**config.mk**
```make
export PLATFORM = sky130hd
export DESIGN_NAME = servo_config_parameter_bank
export DESIGN_NICKNAME = d
export VERILOG_FILES = /design/src/hdl/ms_delay_timer.v /design/src/hdl/servo_config_parameter_bank.v
export VERILOG_INCLUDE_DIRS = /design/src /design/src/hdl
export SDC_FILE = /design/constraint.sdc
export NUM_CORES = 1
export LEC_CHECK = 0
export BUFFER_PORTS_ARGS = -buffer_cell sky130_fd_sc_hd__buf_2
export CORE_ASPECT_RATIO = 1.25
export CORE_MARGIN = 3
export CORE_UTILIZATION = 55
export CTS_CLUSTER_SIZE = 24
export DETAILED_ROUTE_END_ITERATION = 8
export PLACE_DENSITY = 0.77
export SKIP_LAST_GASP = 1
export SYNTH_ARGS = -nofsm -noshare
export SYNTH_HDL_FRONTEND = slang
export SYNTH_HIERARCHICAL = 1
export SYNTH_SLANG_ARGS = --single-unit
```
**constraint.sdc**
```tcl
create_clock -name sys_clk -period 5.5 [get_ports sys_clk]
set_input_delay 0.275 -clock sys_clk [delete_from_list [all_inputs] [get_ports sys_clk]]
set_output_delay 0.275 -clock sys_clk [all_outputs]
set_load 0.05 [all_outputs]
```
**src/hdl/servo_param_defs.vh**
```
// constants for the servo configuration parameter bank
`ifndef SERVO_PARAM_DEFS_VH
`define SERVO_PARAM_DEFS_VH

// register byte offsets
`define OFS_MON2_SEL 8'h00
`define OFS_BRAKE_DLY 8'h04
`define OFS_ZSP_THR 8'h08
`define OFS_HIST_CLR 8'h0C
`define OFS_ENC_PULSE 8'h10
`define OFS_STATION 8'h14
`define OFS_COMM_SEL 8'h18
`define OFS_FUNC_SEL1 8'h1C
`define OFS_STATUS 8'h20
`define REG_LAST_INDEX 6'h08

// reset values
`define RST_MON2_SEL 16'h0001
`define RST_BRAKE_DLY 16'h0064
`define RST_ZSP_THR 16'h0032
`define RST_HIST_CLR 16'h0000
`define RST_ENC_PULSE 16'h0000
`define RST_STATION 16'h0000
`define RST_COMM_SEL 16'h0000
`define RST_FUNC_SEL1 16'h0000

// setting limits
`define MAX_BRAKE_DLY 16'h03E8
`define MAX_ZSP_THR 16'h2710
`define MAX_STATION 16'h001F
`define ZSP_HYST 16'h0014
`define MAX_MON_CODE 4'hD

// field positions
`define HIST_CLR_BIT 0
`define RESTART_BIT 0
`define CABLE_LSB 8
`define BAUD_LSB 0

// status register bits
`define ST_ZSP 0
`define ST_BRAKE 1
`define ST_SHUTOFF 2
`define ST_PARAM_ERR 3
`define ST_ENC_ALM 4
`define ST_UV_ALM 5

// timing
`define CLK_HZ 100000000
`define TIME_MS_NS 1000000
`define CLK_PERIOD_NS 10
`define MS_CYCLES (`TIME_MS_NS / `CLK_PERIOD_NS)
`define BAUD_RATE_0 9600
`define BAUD_RATE_1 19200
`define BAUD_RATE_2 38400
`define BAUD_RATE_3 57600
`define BAUD_RATE_4 115200

// bus responses
`define RESP_OKAY 2'b00
`define RESP_SLVERR 2'b10

`endif

```
**src/hdl/ms_delay_timer.v**
```verilog
// millisecond delay timer used by the brake sequence
`timescale 1ns/100ps
module ms_delay_timer #(
    parameter MS_CYCLES = 100000
) (
    input wire sys_clk,
    input wire rst_b,
    input wire run,
    input wire [15:0] delayMs,
    output wire done
);
    reg [31:0] tickCount;
    reg [15:0] msCount;
    wire msTick;

    assign msTick = (tickCount == MS_CYCLES - 1);
    // a zero delay finishes at once, with no millisecond tick needed
    assign done = run && (msCount >= delayMs);

    always @(posedge sys_clk) begin
        if (!rst_b || !run) begin
            tickCount <= 32'h0000_0000;
            msCount <= 16'h0000;
        end else if (!done) begin
            if (msTick) begin
                tickCount <= 32'h0000_0000;
                msCount <= msCount + 16'h0001;
            end else begin
                tickCount <= tickCount + 32'h0000_0001;
            end
        end
    end
endmodule

```
**src/hdl/servo_config_parameter_bank.v**
```verilog
// servo amplifier configuration parameter bank with an AXI4-Lite slave
//
// Our own choices: register access over AXI4-Lite and the register addresses.
`timescale 1ns/100ps
`include "servo_param_defs.vh"
module servo_config_parameter_bank #(
    parameter ADDR_WIDTH = 8,
    parameter MS_CYCLES = `MS_CYCLES
) (
    input wire sys_clk,
    input wire rst_b,
    input wire [ADDR_WIDTH-1:0] s_axi_awaddr,
    input wire s_axi_awvalid,
    output wire s_axi_awready,
    input wire [31:0] s_axi_wdata,
    input wire [3:0] s_axi_wstrb,
    input wire s_axi_wvalid,
    output wire s_axi_wready,
    output reg [1:0] s_axi_bresp,
    output reg s_axi_bvalid,
    input wire s_axi_bready,
    input wire [ADDR_WIDTH-1:0] s_axi_araddr,
    input wire s_axi_arvalid,
    output wire s_axi_arready,
    output reg [31:0] s_axi_rdata,
    output reg [1:0] s_axi_rresp,
    output reg s_axi_rvalid,
    input wire s_axi_rready,
    input wire [15:0] firstMonitorParameter,
    output reg [3:0] firstMonitorSource,
    output reg [3:0] secondMonitorOutput,
    input wire servoOffRequest,
    output reg brakeInterlockOutput,
    output reg baseDriveShutoff,
    input wire [15:0] motorSpeed,
    output reg zeroSpeedOutput,
    input wire powerOnEvent,
    output reg alarmHistoryErase,
    input wire [4:0] frameStation,
    input wire frameValid,
    output reg stationMatch,
    output reg [15:0] baudDivisor,
    input wire speedMode,
    input wire undervoltage,
    input wire startInput,
    input wire alarmReset,
    output reg undervoltageAlarm,
    output reg motorRun,
    input wire largeDriveUnit,
    output reg parameterErrorAlarm,
    input wire cableFourWire,
    output reg encoderAlarmOne
);
    localparam [2:0] ST_IDLE = 3'b001;
    localparam [2:0] ST_BRAKE = 3'b010;
    localparam [2:0] ST_SHUT = 3'b100;
    localparam [31:0] DIV_0 = `CLK_HZ / `BAUD_RATE_0;
    localparam [31:0] DIV_1 = `CLK_HZ / `BAUD_RATE_1;
    localparam [31:0] DIV_2 = `CLK_HZ / `BAUD_RATE_2;
    localparam [31:0] DIV_3 = `CLK_HZ / `BAUD_RATE_3;
    localparam [31:0] DIV_4 = `CLK_HZ / `BAUD_RATE_4;

    ////////////////////////////////////////////////////////////////////////
    // helper functions

    // unknown codes fall back to motor speed so the monitor never floats
    function [3:0] decodeMonitor;
        input [15:0] code;
        begin
            if (code[15:4] == 12'h000 && code[3:0] <= `MAX_MON_CODE) begin
                decodeMonitor = code[3:0];
            end else begin
                decodeMonitor = 4'h0;
            end
        end
    endfunction

    function [15:0] mergeStrobe;
        input [15:0] old;
        input [31:0] data;
        input [3:0] strb;
        begin
            mergeStrobe[7:0] = strb[0] ? data[7:0] : old[7:0];
            mergeStrobe[15:8] = strb[1] ? data[15:8] : old[15:8];
        end
    endfunction

    // out-of-range writes saturate rather than wrap
    function [15:0] clampTo;
        input [15:0] value;
        input [15:0] limit;
        begin
            clampTo = (value > limit) ? limit : value;
        end
    endfunction

    function [15:0] baudDiv;
        input [3:0] code;
        reg [31:0] div;
        begin
            case (code)
                4'h1: div = DIV_1;
                4'h2: div = DIV_2;
                4'h3: div = DIV_3;
                4'h4: div = DIV_4;
                default: div = DIV_0;
            endcase
            baudDiv = div[15:0];
        end
    endfunction

    ////////////////////////////////////////////////////////////////////////
    // registers and bus state

    reg [15:0] secondMonitorSelect;
    reg [15:0] brakeDelayTime;
    reg [15:0] zeroSpeedThreshold;
    reg [15:0] alarmHistoryClear;
    reg [15:0] encoderOutputPulseSelect;
    reg [15:0] stationNumber;
    reg [15:0] serialCommSelect;
    reg [15:0] functionSelectOne;

    reg awHeld;
    reg [ADDR_WIDTH-1:0] awAddr;
    reg wHeld;
    reg [31:0] wData;
    reg [3:0] wStrb;
    reg [2:0] brakeState;
    reg [2:0] next_brakeState;
    reg [31:0] readValue;
    reg readHit;
    reg writeHit;

    wire doWrite;
    wire timerDone;
    wire [5:0] wIndex;
    wire [5:0] rIndex;
    wire wMapped;
    wire rMapped;
    wire restartEnable;
    wire [16:0] releaseLevel;
    wire [15:0] statusWord;

    assign s_axi_awready = !awHeld && !s_axi_bvalid;
    assign s_axi_wready = !wHeld && !s_axi_bvalid;
    assign s_axi_arready = !s_axi_rvalid;
    assign doWrite = awHeld && wHeld && !s_axi_bvalid;

    assign wIndex = awAddr[7:2];
    assign rIndex = s_axi_araddr[7:2];
    assign wMapped = (awAddr[1:0] == 2'b00) && ((awAddr >> 8) == {ADDR_WIDTH{1'b0}})
                     && (wIndex < `REG_LAST_INDEX);
    assign rMapped = (s_axi_araddr[1:0] == 2'b00) && ((s_axi_araddr >> 8) == {ADDR_WIDTH{1'b0}})
                     && (rIndex <= `REG_LAST_INDEX);

    assign restartEnable = functionSelectOne[`RESTART_BIT];
    assign releaseLevel = {1'b0, zeroSpeedThreshold} + {1'b0, `ZSP_HYST};

    assign statusWord = {10'h000, undervoltageAlarm, encoderAlarmOne, parameterErrorAlarm,
                         baseDriveShutoff, brakeInterlockOutput, zeroSpeedOutput};

    ////////////////////////////////////////////////////////////////////////
    // AXI4-Lite write channel

    always @(posedge sys_clk) begin
        if (!rst_b) begin
            awHeld <= 1'b0;
            awAddr <= {ADDR_WIDTH{1'b0}};
            wHeld <= 1'b0;
            wData <= 32'h0000_0000;
            wStrb <= 4'h0;
            s_axi_bvalid <= 1'b0;
            s_axi_bresp <= `RESP_OKAY;
        end else begin
            if (s_axi_awvalid && s_axi_awready) begin
                awHeld <= 1'b1;
                awAddr <= s_axi_awaddr;
            end
            if (s_axi_wvalid && s_axi_wready) begin
                wHeld <= 1'b1;
                wData <= s_axi_wdata;
                wStrb <= s_axi_wstrb;
            end
            if (doWrite) begin
                awHeld <= 1'b0;
                wHeld <= 1'b0;
                s_axi_bvalid <= 1'b1;
                s_axi_bresp <= wMapped ? `RESP_OKAY : `RESP_SLVERR;
            end else if (s_axi_bvalid && s_axi_bready) begin
                s_axi_bvalid <= 1'b0;
            end
        end
    end

    ////////////////////////////////////////////////////////////////////////
    // parameter registers

    always @* begin
        writeHit = doWrite && wMapped;
    end

    always @(posedge sys_clk) begin
        if (!rst_b) begin
            secondMonitorSelect <= `RST_MON2_SEL;
            brakeDelayTime <= `RST_BRAKE_DLY;
            zeroSpeedThreshold <= `RST_ZSP_THR;
            alarmHistoryClear <= `RST_HIST_CLR;
            encoderOutputPulseSelect <= `RST_ENC_PULSE;
            stationNumber <= `RST_STATION;
            serialCommSelect <= `RST_COMM_SEL;
            functionSelectOne <= `RST_FUNC_SEL1;
            alarmHistoryErase <= 1'b0;
        end else begin
            alarmHistoryErase <= 1'b0;
            // erase waits for the next power-on, then the field drops itself
            if (powerOnEvent && alarmHistoryClear[`HIST_CLR_BIT]) begin
                alarmHistoryErase <= 1'b1;
                alarmHistoryClear <= 16'h0000;
            end
            if (writeHit) begin
                case ({wIndex, 2'b00})
                    `OFS_MON2_SEL:
                        secondMonitorSelect <= mergeStrobe(secondMonitorSelect, wData, wStrb);
                    `OFS_BRAKE_DLY:
                        brakeDelayTime <= clampTo(mergeStrobe(brakeDelayTime, wData, wStrb),
                                                  `MAX_BRAKE_DLY);
                    `OFS_ZSP_THR:
                        zeroSpeedThreshold <= clampTo(
                            mergeStrobe(zeroSpeedThreshold, wData, wStrb),
                            `MAX_ZSP_THR);
                    // a host write on the erase edge wins, so a fresh request survives
                    `OFS_HIST_CLR:
                        alarmHistoryClear <= mergeStrobe(alarmHistoryClear, wData, wStrb);
                    `OFS_ENC_PULSE:
                        encoderOutputPulseSelect <= mergeStrobe(encoderOutputPulseSelect,
                                                                wData, wStrb);
                    `OFS_STATION:
                        stationNumber <= clampTo(mergeStrobe(stationNumber, wData, wStrb),
                                                 `MAX_STATION);
                    `OFS_COMM_SEL:
                        serialCommSelect <= mergeStrobe(serialCommSelect, wData, wStrb);
                    `OFS_FUNC_SEL1:
                        functionSelectOne <= mergeStrobe(functionSelectOne, wData, wStrb);
                    default: begin
                    end
                endcase
            end
        end
    end

    ////////////////////////////////////////////////////////////////////////
    // AXI4-Lite read channel

    always @* begin
        readValue = 32'h0000_0000;
        readHit = rMapped;
        case ({rIndex, 2'b00})
            `OFS_MON2_SEL: readValue[15:0] = secondMonitorSelect;
            `OFS_BRAKE_DLY: readValue[15:0] = brakeDelayTime;
            `OFS_ZSP_THR: readValue[15:0] = zeroSpeedThreshold;
            `OFS_HIST_CLR: readValue[15:0] = alarmHistoryClear;
            `OFS_ENC_PULSE: readValue[15:0] = encoderOutputPulseSelect;
            `OFS_STATION: readValue[15:0] = stationNumber;
            `OFS_COMM_SEL: readValue[15:0] = serialCommSelect;
            `OFS_FUNC_SEL1: readValue[15:0] = functionSelectOne;
            `OFS_STATUS: readValue[15:0] = statusWord;
            default: readValue = 32'h0000_0000;
        endcase
        if (!rMapped) begin
            readValue = 32'h0000_0000;
        end
    end

    always @(posedge sys_clk) begin
        if (!rst_b) begin
            s_axi_rvalid <= 1'b0;
            s_axi_rdata <= 32'h0000_0000;
            s_axi_rresp <= `RESP_OKAY;
        end else if (s_axi_arvalid && s_axi_arready) begin
            s_axi_rvalid <= 1'b1;
            s_axi_rdata <= readValue;
            s_axi_rresp <= readHit ? `RESP_OKAY : `RESP_SLVERR;
        end else if (s_axi_rvalid && s_axi_rready) begin
            s_axi_rvalid <= 1'b0;
        end
    end

    ////////////////////////////////////////////////////////////////////////
    // brake sequence

    ms_delay_timer #(
        .MS_CYCLES(MS_CYCLES)
    ) brakeTimer (
        .sys_clk(sys_clk),
        .rst_b(rst_b),
        .run(brakeState == ST_BRAKE),
        .delayMs(brakeDelayTime),
        .done(timerDone)
    );

    always @* begin
        case (brakeState)
            ST_IDLE: next_brakeState = servoOffRequest ? ST_BRAKE : ST_IDLE;
            ST_BRAKE: begin
                if (!servoOffRequest) begin
                    next_brakeState = ST_IDLE;
                end else if (timerDone) begin
                    next_brakeState = ST_SHUT;
                end else begin
                    next_brakeState = ST_BRAKE;
                end
            end
            ST_SHUT: next_brakeState = servoOffRequest ? ST_SHUT : ST_IDLE;
            default: next_brakeState = ST_IDLE;
        endcase
    end

    always @(posedge sys_clk) begin
        if (!rst_b) begin
            brakeState <= ST_IDLE;
            brakeInterlockOutput <= 1'b0;
            baseDriveShutoff <= 1'b0;
        end else begin
            brakeState <= next_brakeState;
            // brake engages first; the power stage drops only after the delay
            brakeInterlockOutput <= (next_brakeState != ST_IDLE);
            baseDriveShutoff <= (next_brakeState == ST_SHUT);
        end
    end

    ////////////////////////////////////////////////////////////////////////
    // zero speed, station match, monitors, baud rate

    always @(posedge sys_clk) begin
        if (!rst_b) begin
            zeroSpeedOutput <= 1'b0;
            stationMatch <= 1'b0;
            firstMonitorSource <= 4'h0;
            secondMonitorOutput <= 4'h1;
            baudDivisor <= 16'h0000;
        end else begin
            // hysteresis keeps the output steady while speed hovers at the edge
            if (motorSpeed <= zeroSpeedThreshold) begin
                zeroSpeedOutput <= 1'b1;
            end else if ({1'b0, motorSpeed} > releaseLevel) begin
                zeroSpeedOutput <= 1'b0;
            end
            stationMatch <= frameValid && ({11'h000, frameStation} == stationNumber);
            firstMonitorSource <= decodeMonitor(firstMonitorParameter);
            secondMonitorOutput <= decodeMonitor(secondMonitorSelect);
            baudDivisor <= baudDiv(serialCommSelect[`BAUD_LSB+3:`BAUD_LSB]);
        end
    end

    ////////////////////////////////////////////////////////////////////////
    // undervoltage restart and alarms

    always @(posedge sys_clk) begin
        if (!rst_b) begin
            undervoltageAlarm <= 1'b0;
            motorRun <= 1'b0;
            parameterErrorAlarm <= 1'b0;
            encoderAlarmOne <= 1'b0;
        end else begin
            if (undervoltage) begin
                undervoltageAlarm <= 1'b1;
            end else if (alarmReset) begin
                undervoltageAlarm <= 1'b0;
            end else if (restartEnable && speedMode && startInput) begin
                undervoltageAlarm <= 1'b0;
            end
            motorRun <= startInput && !undervoltage && !undervoltageAlarm
                        && !parameterErrorAlarm && !encoderAlarmOne;
            parameterErrorAlarm <= restartEnable && largeDriveUnit;
            // only code 1 means four-wire; any other value means two-wire
            encoderAlarmOne <= ((functionSelectOne[`CABLE_LSB+3:`CABLE_LSB] == 4'h1)
                                != cableFourWire);
        end
    end
endmodule

```
## Yosys cells after proc, flatten, opt, wreduce, memory -nomap -nowiden

Cells that the tools add are included.
W data, S select, Z words.

- Register bits: 278
- Bits in latches: 0
- RAM bits: 0
- ROM bits: 0
- Word-level logic and storage cells: 180
- Memories: 0

- $add $sub $neg: 3
- Multiply operators: 0
- Div/mod/pow operators: 0
- Order comparisons: 10
- Eq/ne operators: 30
- Shift operators: 0
- Multiplexer cells: 36
- Bitwise operators: 2
- Reduce and logical (&&, ||, !) cells: 60

Operators with widths:

| kind | number |
|---|---|
| $pmux W16 S9 | 1 |
| $mux W16 | 7 |
| $mux W8 | 8 |
| $pmux W14 S4 | 1 |
| $eq A6 B3 Y1 const B | 8 |
| $add A32 B1 Y32 const B | 1 |
| $eq A32 B17 Y1 const B | 1 |
| $mux W32 | 1 |
| $eq A6 B2 Y1 const B | 4 |
| $logic_and A1 B1 Y1 | 24 |
| $logic_not A12 Y1 | 2 |
| $reduce_and A3 Y1 | 8 |
| $add A16 B5 Y17 const B | 1 |
| $gt A16 B17 Y1 | 1 |
| $add A16 B1 Y16 const B | 1 |
| $eq A5 B16 Y1 | 1 |
| $ge A16 B16 Y1 | 1 |
| $gt A16 B10 Y1 const B | 1 |
| $gt A16 B14 Y1 const B | 1 |
| $gt A16 B5 Y1 const B | 1 |
| $le A16 B16 Y1 | 1 |
| $eq A6 B1 Y1 const B | 2 |
| $logic_not A6 Y1 | 2 |
| $reduce_and A2 Y1 | 6 |
| 24 further kinds | 56 |

## Depth between registers and ports, before layout

Gate-level depths: netlist (run 1).

- Depth after elaboration: 6
- Mapped depth: 13
- Mapped depth without buffers: 12

## Hierarchy

The synthesis (run 1) kept the hierarchy.

Modules (own cells, without submodules):

| module | instances | cells an instance | area an instance (sq um) | sequential area each (sq um) |
|---|---|---|---|---|
| servo_config_parameter_bank | 1 | 1155 | 9849.4 | 4164.0 |
| ms_delay_timer | 1 | 387 | 3056.7 | 960.9 |

## Worst setup path before layout (run 1)

Ideal clock, no wire load.

- Path kind: register to register
- Start point: reg brakeTimer.msCount[0]
- End point: reg brakeTimer.tickCount[16]
- Setup time: 70 ps
- Data arrival time: 2430 ps
- Required time: 5430 ps
- Slack: 2999 ps
- Cell stages (with the launch flop): 11
- Path buffers: 2
- Cell sequence: dfxtp_1 > inv_1 > ha_1 > nand2b_1 > a2111oi_2 > o32a_1 > buf_4 > a21boi_2 > buf_6 > or4b_2 > a21oi_1

- Cells in the longest elaborated chain, start to end: 2

RTL lines:

| item | RTL line | text |
|---|---|---|
| from (decl) | ms_delay_timer.v:13 | `reg [15:0] msCount;` |
| from (signal assigned) | ms_delay_timer.v:27 | `msCount <= msCount + 16'h0001;` |
| $ge A16 B16 Y1 | ms_delay_timer.v:18 | `assign done = run && (msCount >= delayMs);` |
| $logic_and A1 B1 Y1 | ms_delay_timer.v:18 |  |
| to (signal assigned) | ms_delay_timer.v:29 | `tickCount <= tickCount + 32'h0000_0001;` |
| to (decl) | ms_delay_timer.v:12 | `reg [31:0] tickCount;` |

Every way passes these cells.
A chain may end at the register's enable or synchronous reset.

## Worst setup path after layout (run 1)

- Start point: reg brakeDelayTime[15]
- End point: reg brakeTimer.tickCount[9]

- Cells in the longest elaborated chain, start to end: 2

RTL lines:

| item | RTL line | text |
|---|---|---|
| from (decl) | servo_config_parameter_bank.v:116 | `reg [15:0] brakeDelayTime;` |
| from (signal assigned) | servo_config_parameter_bank.v:206 | `` brakeDelayTime <= `RST_BRAKE_DLY; `` |
| from (signal assigned) | servo_config_parameter_bank.v:226 | `brakeDelayTime <= clampTo(mergeStrobe(brakeDelayTime, wData, wStrb),` |
| $ge A16 B16 Y1 | ms_delay_timer.v:18 |  |
| $logic_and A1 B1 Y1 | ms_delay_timer.v:18 |  |
| named net timerDone | servo_config_parameter_bank.v:136 | `wire timerDone;` |

The timed path passes the listed nets, and every way through them passes these cells.

==> results of run 1 <==
==> placed cells by master (no fill, tap or decap), types with 8 or more instances in the layout <==
master and instances:
a21oi_1 152, a22o_1 20, a31oi_1 17, and2_1 16
and3_1 41, buf_2 138, buf_4 10, clkbuf_16 27
conb_1 22, dfxtp_1 256, dlygate4sd3_1 32, ha_1 49
inv_1 45, mux2i_1 23, mux4_2 21, nand2_1 269
nand2b_1 11, nand3_1 52, nand3b_1 8, nand4_1 31
nor2_1 93, nor2b_1 9, nor3_1 40, nor4_1 20
o21ai_0 48, o31ai_1 14, or3_1 13, or4_1 28
xnor2_1 17
==> how the worst min path moves through the flow <==
stage / endpoint / depth (start not counted) / start / slack (ps)
6_report: wData[5] / 3 / s_axi_wdata[5] / 4
5_1_grt: wData[5] / 3 / s_axi_wdata[5] / 6
4_1_cts: wData[5] / 3 / s_axi_wdata[5] / 3
3_5_place_dp: s_axi_rdata[12] / 2 / s_axi_rdata[12] / 440
3_3_place_gp: s_axi_rdata[3] / 2 / s_axi_rdata[3] / 430
2_1_floorplan: s_axi_rvalid / 1 / s_axi_rready / 370
==> metrics by stage <==
step,hold slack (ps),utilization (%)
2_1_floorplan,374,-
3_3_place_gp,430,58.7
3_5_place_dp,440,58.7
4_1_cts,2.85,64.0
5_1_grt,5.67,64.0
6_report,3.59,64.0
==> registers in the layout, summed over array words and instances (netlist names), 2 cells and up <==
signal	count
alarmHistoryClear	16
awAddr	8
baudDivisor	12
brakeDelayTime	16
brakeState	3
brakeTimer/msCount	16
brakeTimer/tickCount	32
encoderOutputPulseSelect	16
firstMonitorSource	4
functionSelectOne	16
s_axi_rdata	16
secondMonitorOutput	4
secondMonitorSelect	16
serialCommSelect	16
stationNumber	16
wData	16
wStrb	2
zeroSpeedThreshold	16
==> cells in the mapped netlist (all sizes together), types with 9 or more instances <==
library cell  number  area [sq um]
ha                49           613
or3               14          92.6
and2              16           100
nor3              43           236
a21oi            154           786
nand3             52           260
a31oi             17           106
nor2b             10          65.1
nor2              95           362
mux4              21           473
nand4             31           194
nand2            269          1010
nor3b             10          90.1
o31ai             14           105
or4               30           233
xnor2             17           149
inv               46           173
nand2b            11          68.8
clkbuf            64           240
a211oi             9          77.6
mux2i             23           230
nor4              22           150
buf               54           348
and3              41           257
a22o              20           175
o21ai             48           240
dfxtp            256          5120
==> worst max-delay path: stages, from the launching register on <==
cell      delay, ps
dfxtp_1         370
inv_1            60
ha_1            330
nand4_1         170
or3_1           390
o32a_1          550
a21boi_4        780
buf_4           370
nor3b_1          80
o2bb2a_1        280
==> cell families (layout without fill, tap and decap cells) <==
logic type      count (synthesis)  count (layout)  synth area share, %
compound gates                329             329                 16.1
flops                         256             256                 39.7
simple gates                  674             674                 26.3
other cells                     1              22               0.0291
buf+inv                       164             272                 5.89
xor+xnor                       23              23                 1.56
mux                            46              46                 5.62
fa+ha+maj                      49              49                 4.75
==> power by group through the flow <==
stage | Clock [uW] | Sequential (uW) | Combinational, uW
floorplan | 0 | 1950 | 226
global placement | 0 | 1970 | 290
detailed placement | 0 | 1970 | 296
CTS | 1870 | 1930 | 314
global route | 1950 | 1940 | 343
finish | 1860 | 1930 | 316
==> layout make-up <==
cell class / instances / share of cell area, %
repair buffers: 180 / 7.36
clock inverters: 6 / 0.729
clock buffers: 40 / 5.38
flip-flops and latches: 256 / 34.7
inverters: 46 / 1.18
well taps: 288 / 2.44
multi-input cells: 1143 / 48.2
==> routing by layer <==
metal | track usage [%] | part of all wire (%) | routed length, um | up-vias
met4 | 12.3 | 4.3 | 1600 | 0
met2 | 50.2 | 50 | 18500 | 523
met5 | 0 | 0 | 0 | -
met3 | 3.27 | 6.7 | 2460 | 116
met1 | 35.4 | 39 | 14400 | 5659
li1 | - | - | - | 5730
==> summary.md, run 1 <==
| Metric | Value |
|---|---|
| Leakage | `0.00574 uW` |
| Iter 0 DRT Violations | `1,060` |
| CTS Hold Bufs | `32` |
| Number of remaining DRC errors | `0` |
| Reg power frac | `47.0%` |
| Share of cells above drive strength 1 | `14.5%` |
| Via count | `12,000` |
| Yosys warns | `6` |
| # Post-CTS Setup Buffers | `0` |
| Slack of the critical path | `1980 ps` |
| Syn Inst Count | `1,542` |
| DP Worst Slack | `2040 ps` |
| Async set-reset flop share out of synthesis | `0%` |
| Logic pwr share | `7.7%` |
| Post-synth design cell area | `12,900 sq um` |
| Fin. max-slew vios | `0` |
| Relative slew slack | `36.4%` |
| # fillers | `1,932` |
| Worst Path Max Fanout | `38` |
| Reg2Reg Capture Point | `brakeTimer/tickCount[9]` |
| R2r setup slk | `1980 ps` |
| Reg2reg path depth | `9` |
| Core footprint | `23,000 sq um` |
| Maximum buffer depth of the clock tree | `3` |
| Total Neg Setup Slack | `0 ps` |
| Die Area | `25,400 sq um` |
| # port buffers | `138` |
| Nets | `1,807` |
| Most used DFF post-synth | `dfxtp_1` |
| Post-synth EDFFs | `0` |
| Seq/Total Area, Yosys | `39.7%` |
| Drt total wl | `36.9 mm` |
| Vias in the first global route | `11,500` |
| Die X | `143 um` |
| Synth cell types | `82` |
| Area growth syn-to-layout | `14.3%` |
| Setup violations, final | `0` |
| Total global routing track utilization | `28.7%` |
| Clock buffer count from CTS | `26` |
| Syn_area_per_cell | `8.37 sq um` |
| Clock sink count | `256` |
| DRT antenna net count | `0` |
| Ant diodes | `0` |
| Initial antenna violation count | `0` |
| Post-layout minimum cycle time | `3520 ps` |
| Post-route insts no fill | `1,959` |
| Crit start category | `flip-flop` |
| Post-place instance area | `13,500 sq um` |
| Pin count of the biggest net entering global routing | `75` |
| Worst Path Required | `5920 ps` |
| Root buf cell | `clkbuf_16` |
| Final hold vios | `0` |
| First-pass GRT wire length | `59.1 mm` |
| GP Congestion | `0.936` |
| HPWL after detailed placement | `26.3 mm` |
| Clock power frac | `45.3%` |
| Kind of end point of the critical path | `flip-flop` |
| Crit. Startpoint | `brakeDelayTime[15]` |
| Multi-input gate area | `7110 sq um` |
| RR Startpoint | `brakeDelayTime[15]` |
| Initial Utilization | `56.0%` |
| DR WL/cell | `18.9 um` |
| Hold Crit Class | `in2reg` |
| Seq cells post-synth | `256` |
| Dpl cells | `1,881` |
| Net Switching | `994 uW` |
| Worst EP arrival | `3940 ps` |
| Status | `complete, no violations` |
| Post-CTS sizing | `0` |
| Setup crit end | `brakeTimer/tickCount[9]` |
| Max-cap check violation count | `0` |
| Crit Path Class | `reg2reg` |
| Clock latency on the worst-skew pair | `530 ps` |
| I/O Pins | `179` |
| GR Overflow Total | `0` |
| Die height | `177 um` |
| Total power divided by cell area | `279 nW/um^2` |
| Max Clock Skew | `17.4 ps` |
| Row count | `62` |
| # H-tree levels | `1` |
| Tot Pwr | `4110 uW` |
| Final Cell Area | `14,800 sq um` |
| Internal | `3110 uW` |
| Routed vias/inst | `6.14` |
| Reg area | `5120 sq um` |
| Tightest Pin Transition | `953 ps` |
| CTS tree | `yes` |
| RSZ-0062 raised after global routing | `false` |
| Switching share of power | `24.2%` |
| Fin crit share | `64.1%` |
| FMAX | `0.284 GHz` |
| DR pass1 iterations | `7` |
| CTS clk-pin slew, worst paths | `60 ps` |
| VDD IR-drop max | `0.000217 V` |
Note: power is estimated with default switching activity, not from simulation.
==> run 2: changes to the inputs <==
==> constraint.sdc (replaced) <==
create_clock -name sys_clk -period 3.37 [get_ports sys_clk]
set_input_delay 0.1685 -clock sys_clk [delete_from_list [all_inputs] [get_ports sys_clk]]
set_output_delay 0.1685 -clock sys_clk [all_outputs]
set_load 0.05 [all_outputs]
==> summary.md, run 2 (synthesized netlist as in run 1, its figures left out) <==
| Metric | Value |
|---|---|
| Status | `complete, no violations` |
| Final hold vios | `0 (unchanged)` |
| Maximum buffer depth of the clock tree | `3 (unchanged)` |
| GR Util met1 | `35.6% (+0.21 points)` |
| Grt met3 use | `3.19% (-0.081 points)` |
| Post-layout minimum cycle time | `3070 ps (-452 ps)` |
| Largest Register | `brakeTimer/tickCount` |
| CTS clk-pin slew, worst paths | `60 ps (about the same)` |
| Crit Path Class | `reg2reg` |
| HPWL after detailed placement | `27.3 mm (+3.7%)` |
| GR Overflow Total | `0 (unchanged)` |
| DRT antenna net count | `0 (unchanged)` |
| Clock buffer count from CTS | `26 (unchanged)` |
| Iter 0 DRT Violations | `951 (-10%)` |
| DR WL/cell | `19.1 um (+1.3%)` |
| Crit start category | `flip-flop` |
| I/O Pins | `179 (unchanged)` |
| Worst Path Required | `3800 ps (-2120 ps)` |
| Pin count of the biggest net entering global routing | `62 (-17%)` |
| Post-CTS sizing | `0 (unchanged)` |
| Busiest grt layer | `met2` |
| DR pass1 iterations | `5 (-2)` |
| Hold Crit Class | `in2reg` |
| Root buf cell | `clkbuf_16` |
| FMAX | `0.326 GHz (+15%)` |
| Tightest Pin Transition | `909 ps (-44.0 ps)` |
| Drt total wl | `38.0 mm (+3.0%)` |
| Share of cells above drive strength 1 | `15.5% (+0.95 points)` |
| Worst Path Max Fanout | `14 (-63%)` |
| Most frequent cells in the layout | `269 x nand2_1, 256 x dfxtp_1, 152 x a21oi_1` |
| Fin. max-slew vios | `0 (unchanged)` |
| Nets | `1,840 (+1.8%)` |
| Slowest-stage cell, CP | `o32a_1` |
| Die Area | `25,400 sq um (unchanged)` |
| DP Worst Slack | `347 ps (-1690 ps)` |
| GP Congestion | `0.937 (+0.11%)` |
| Total Neg Setup Slack | `0 ps (unchanged)` |
| Initial antenna violation count | `1 (+1)` |
| Die height | `177 um (unchanged)` |
| Vias in the first global route | `11,700 (+1.9%)` |
| Max-cap check violation count | `0 (unchanged)` |
| Core footprint | `23,000 sq um (unchanged)` |
| Buf/Inv on CP | `2 (unchanged)` |
| Worst path max stage delay | `530 ps (-250 ps)` |
| VDD IR-drop max | `0.000375 V (+73%)` |
| First-pass GRT wire length | `60.8 mm (+2.7%)` |
| Total power divided by cell area | `437 nW/um^2 (+57%)` |
| Area growth syn-to-layout | `16.1%` |
| Row count | `62 (unchanged)` |
| RSZ-0062 raised after global routing | `false` |
| Setup violations, final | `0 (unchanged)` |
| Reg area | `5120 sq um (unchanged)` |
| Clock latency on the worst-skew pair | `550 ps (+20 ps)` |
| Most common cell after layout, fill and taps aside | `nand2_1` |
| # port buffers | `138 (unchanged)` |
| Largest register FFs | `32 (unchanged)` |
| # H-tree levels | `1 (unchanged)` |
| CTS tree | `yes` |
| # fillers | `1,951 (+0.98%)` |
| Die X | `143 um (unchanged)` |
| Slack of the critical path | `299 ps (-1680 ps)` |
| Clock sink count | `256 (unchanged)` |
| Relative slew slack | `39.3% (+2.8 points)` |
| Initial Utilization | `56.0% (unchanged)` |
| Multi-input gate area | `7110 sq um (unchanged)` |
| Max Clock Skew | `31.0 ps (+13.6 ps)` |
| Worst EP arrival | `3500 ps (-440 ps)` |
| Met2 Use GR | `51.4% (+1.2 points)` |
| Number of remaining DRC errors | `0 (unchanged)` |
| Via count | `12,300 (+1.9%)` |
| Leakage | `0.00588 uW (+2.5%)` |
| Fin crit share | `91.1% (+27 points)` |
| Routed vias/inst | `6.15 (+0.12%)` |
| CP top delay family | `compound AO/OA/AOI/OAI gates` |
| Kind of end point of the critical path | `flip-flop` |
| CP Cell Sequence | `inv_1 > ha_1 > nand4_1 > or3_1 > o32a_1 > a21boi_4 > buf_4 > nor3b_1 > o2bb2a_1` |
| Total global routing track utilization | `29.4% (+0.74 points)` |
[run 2: changes by cell type in the layout (fill, tap and decap cells not counted), sizes merged]
cell	change
clkbuf	-2
clkinv	+4
diode	+1
bufinv	-2
dlygate4sd3	+12
buf	+21
[run 2: area by class of cell]
| class | count | share of cell area (%) |
|---|---|---|
| clock buffer | 38 | 5.12 |
| tap | 288 | 2.41 |
| multi-input combinational | 1143 | 47.4 |
| inverter | 46 | 1.16 |
| antenna | 1 | 0.0167 |
| clock inverter | 8 | 0.451 |
| timing repair buffer | 213 | 9.19 |
| sequential | 256 | 34.2 |
[run 2: repair_timing]
| item | CTS | global route |
|---|---|---|
| endpoints found under the hold margin | 41 | 0 |
| setup buffers | 0 | 0 |
| hold buffers | 44 | 0 |
[run 2: worst paths after layout]
check	startpoint	to	slack, ps	depth (start not counted)
max	brakeDelayTime[9]	brakeTimer/tickCount[9]	300	9
min	cableFourWire	encoderAlarmOne	50	3
max reg2reg	brakeDelayTime[9]	brakeTimer/tickCount[9]	300	9
min reg2reg	encoderOutputPulseSelect[8]	encoderOutputPulseSelect[8]	450	2
[run 2: per-layer routing]
layer,vias to the layer above,part of all wire [%]
met2,525,49
met1,5789,38
li1,5807,-
met4,2,5.5
met5,-,0.034
met3,128,6.8
[run 2: worst register-to-register path: stages (launching register included)]
cell and delay (ps):
dfxtp_1 390, inv_1 90, ha_1 310, nand4_1 170, or3_1 390, o32a_1 530, a21boi_4 480, buf_4 260
nor3b_1 60, o2bb2a_1 290
[run 2: report_power, final]
| group | leakage [uW] | internal (uW) | switching [uW] |
|---|---|---|---|
| sequential | 0.00207 | 3060 | 58.0 |
| clock | 0.000414 | 1650 | 1190 |
| combinational | 0.00340 | 200 | 380 |
[run 2: stage by stage]
stage	total power [uW]	instance area, sq um	instances	utilization, %	hold WS (ps)
after floorplan	3550	13000	1563	-	268
after global placement	3710	13700	1902	59.5	355
after detailed placement	3720	13700	1902	59.5	359
after CTS	6540	15000	1992	65.0	58.1
after global routing	6720	15000	1992	65.0	42.4
final	6540	15000	1993	65.0	48.6
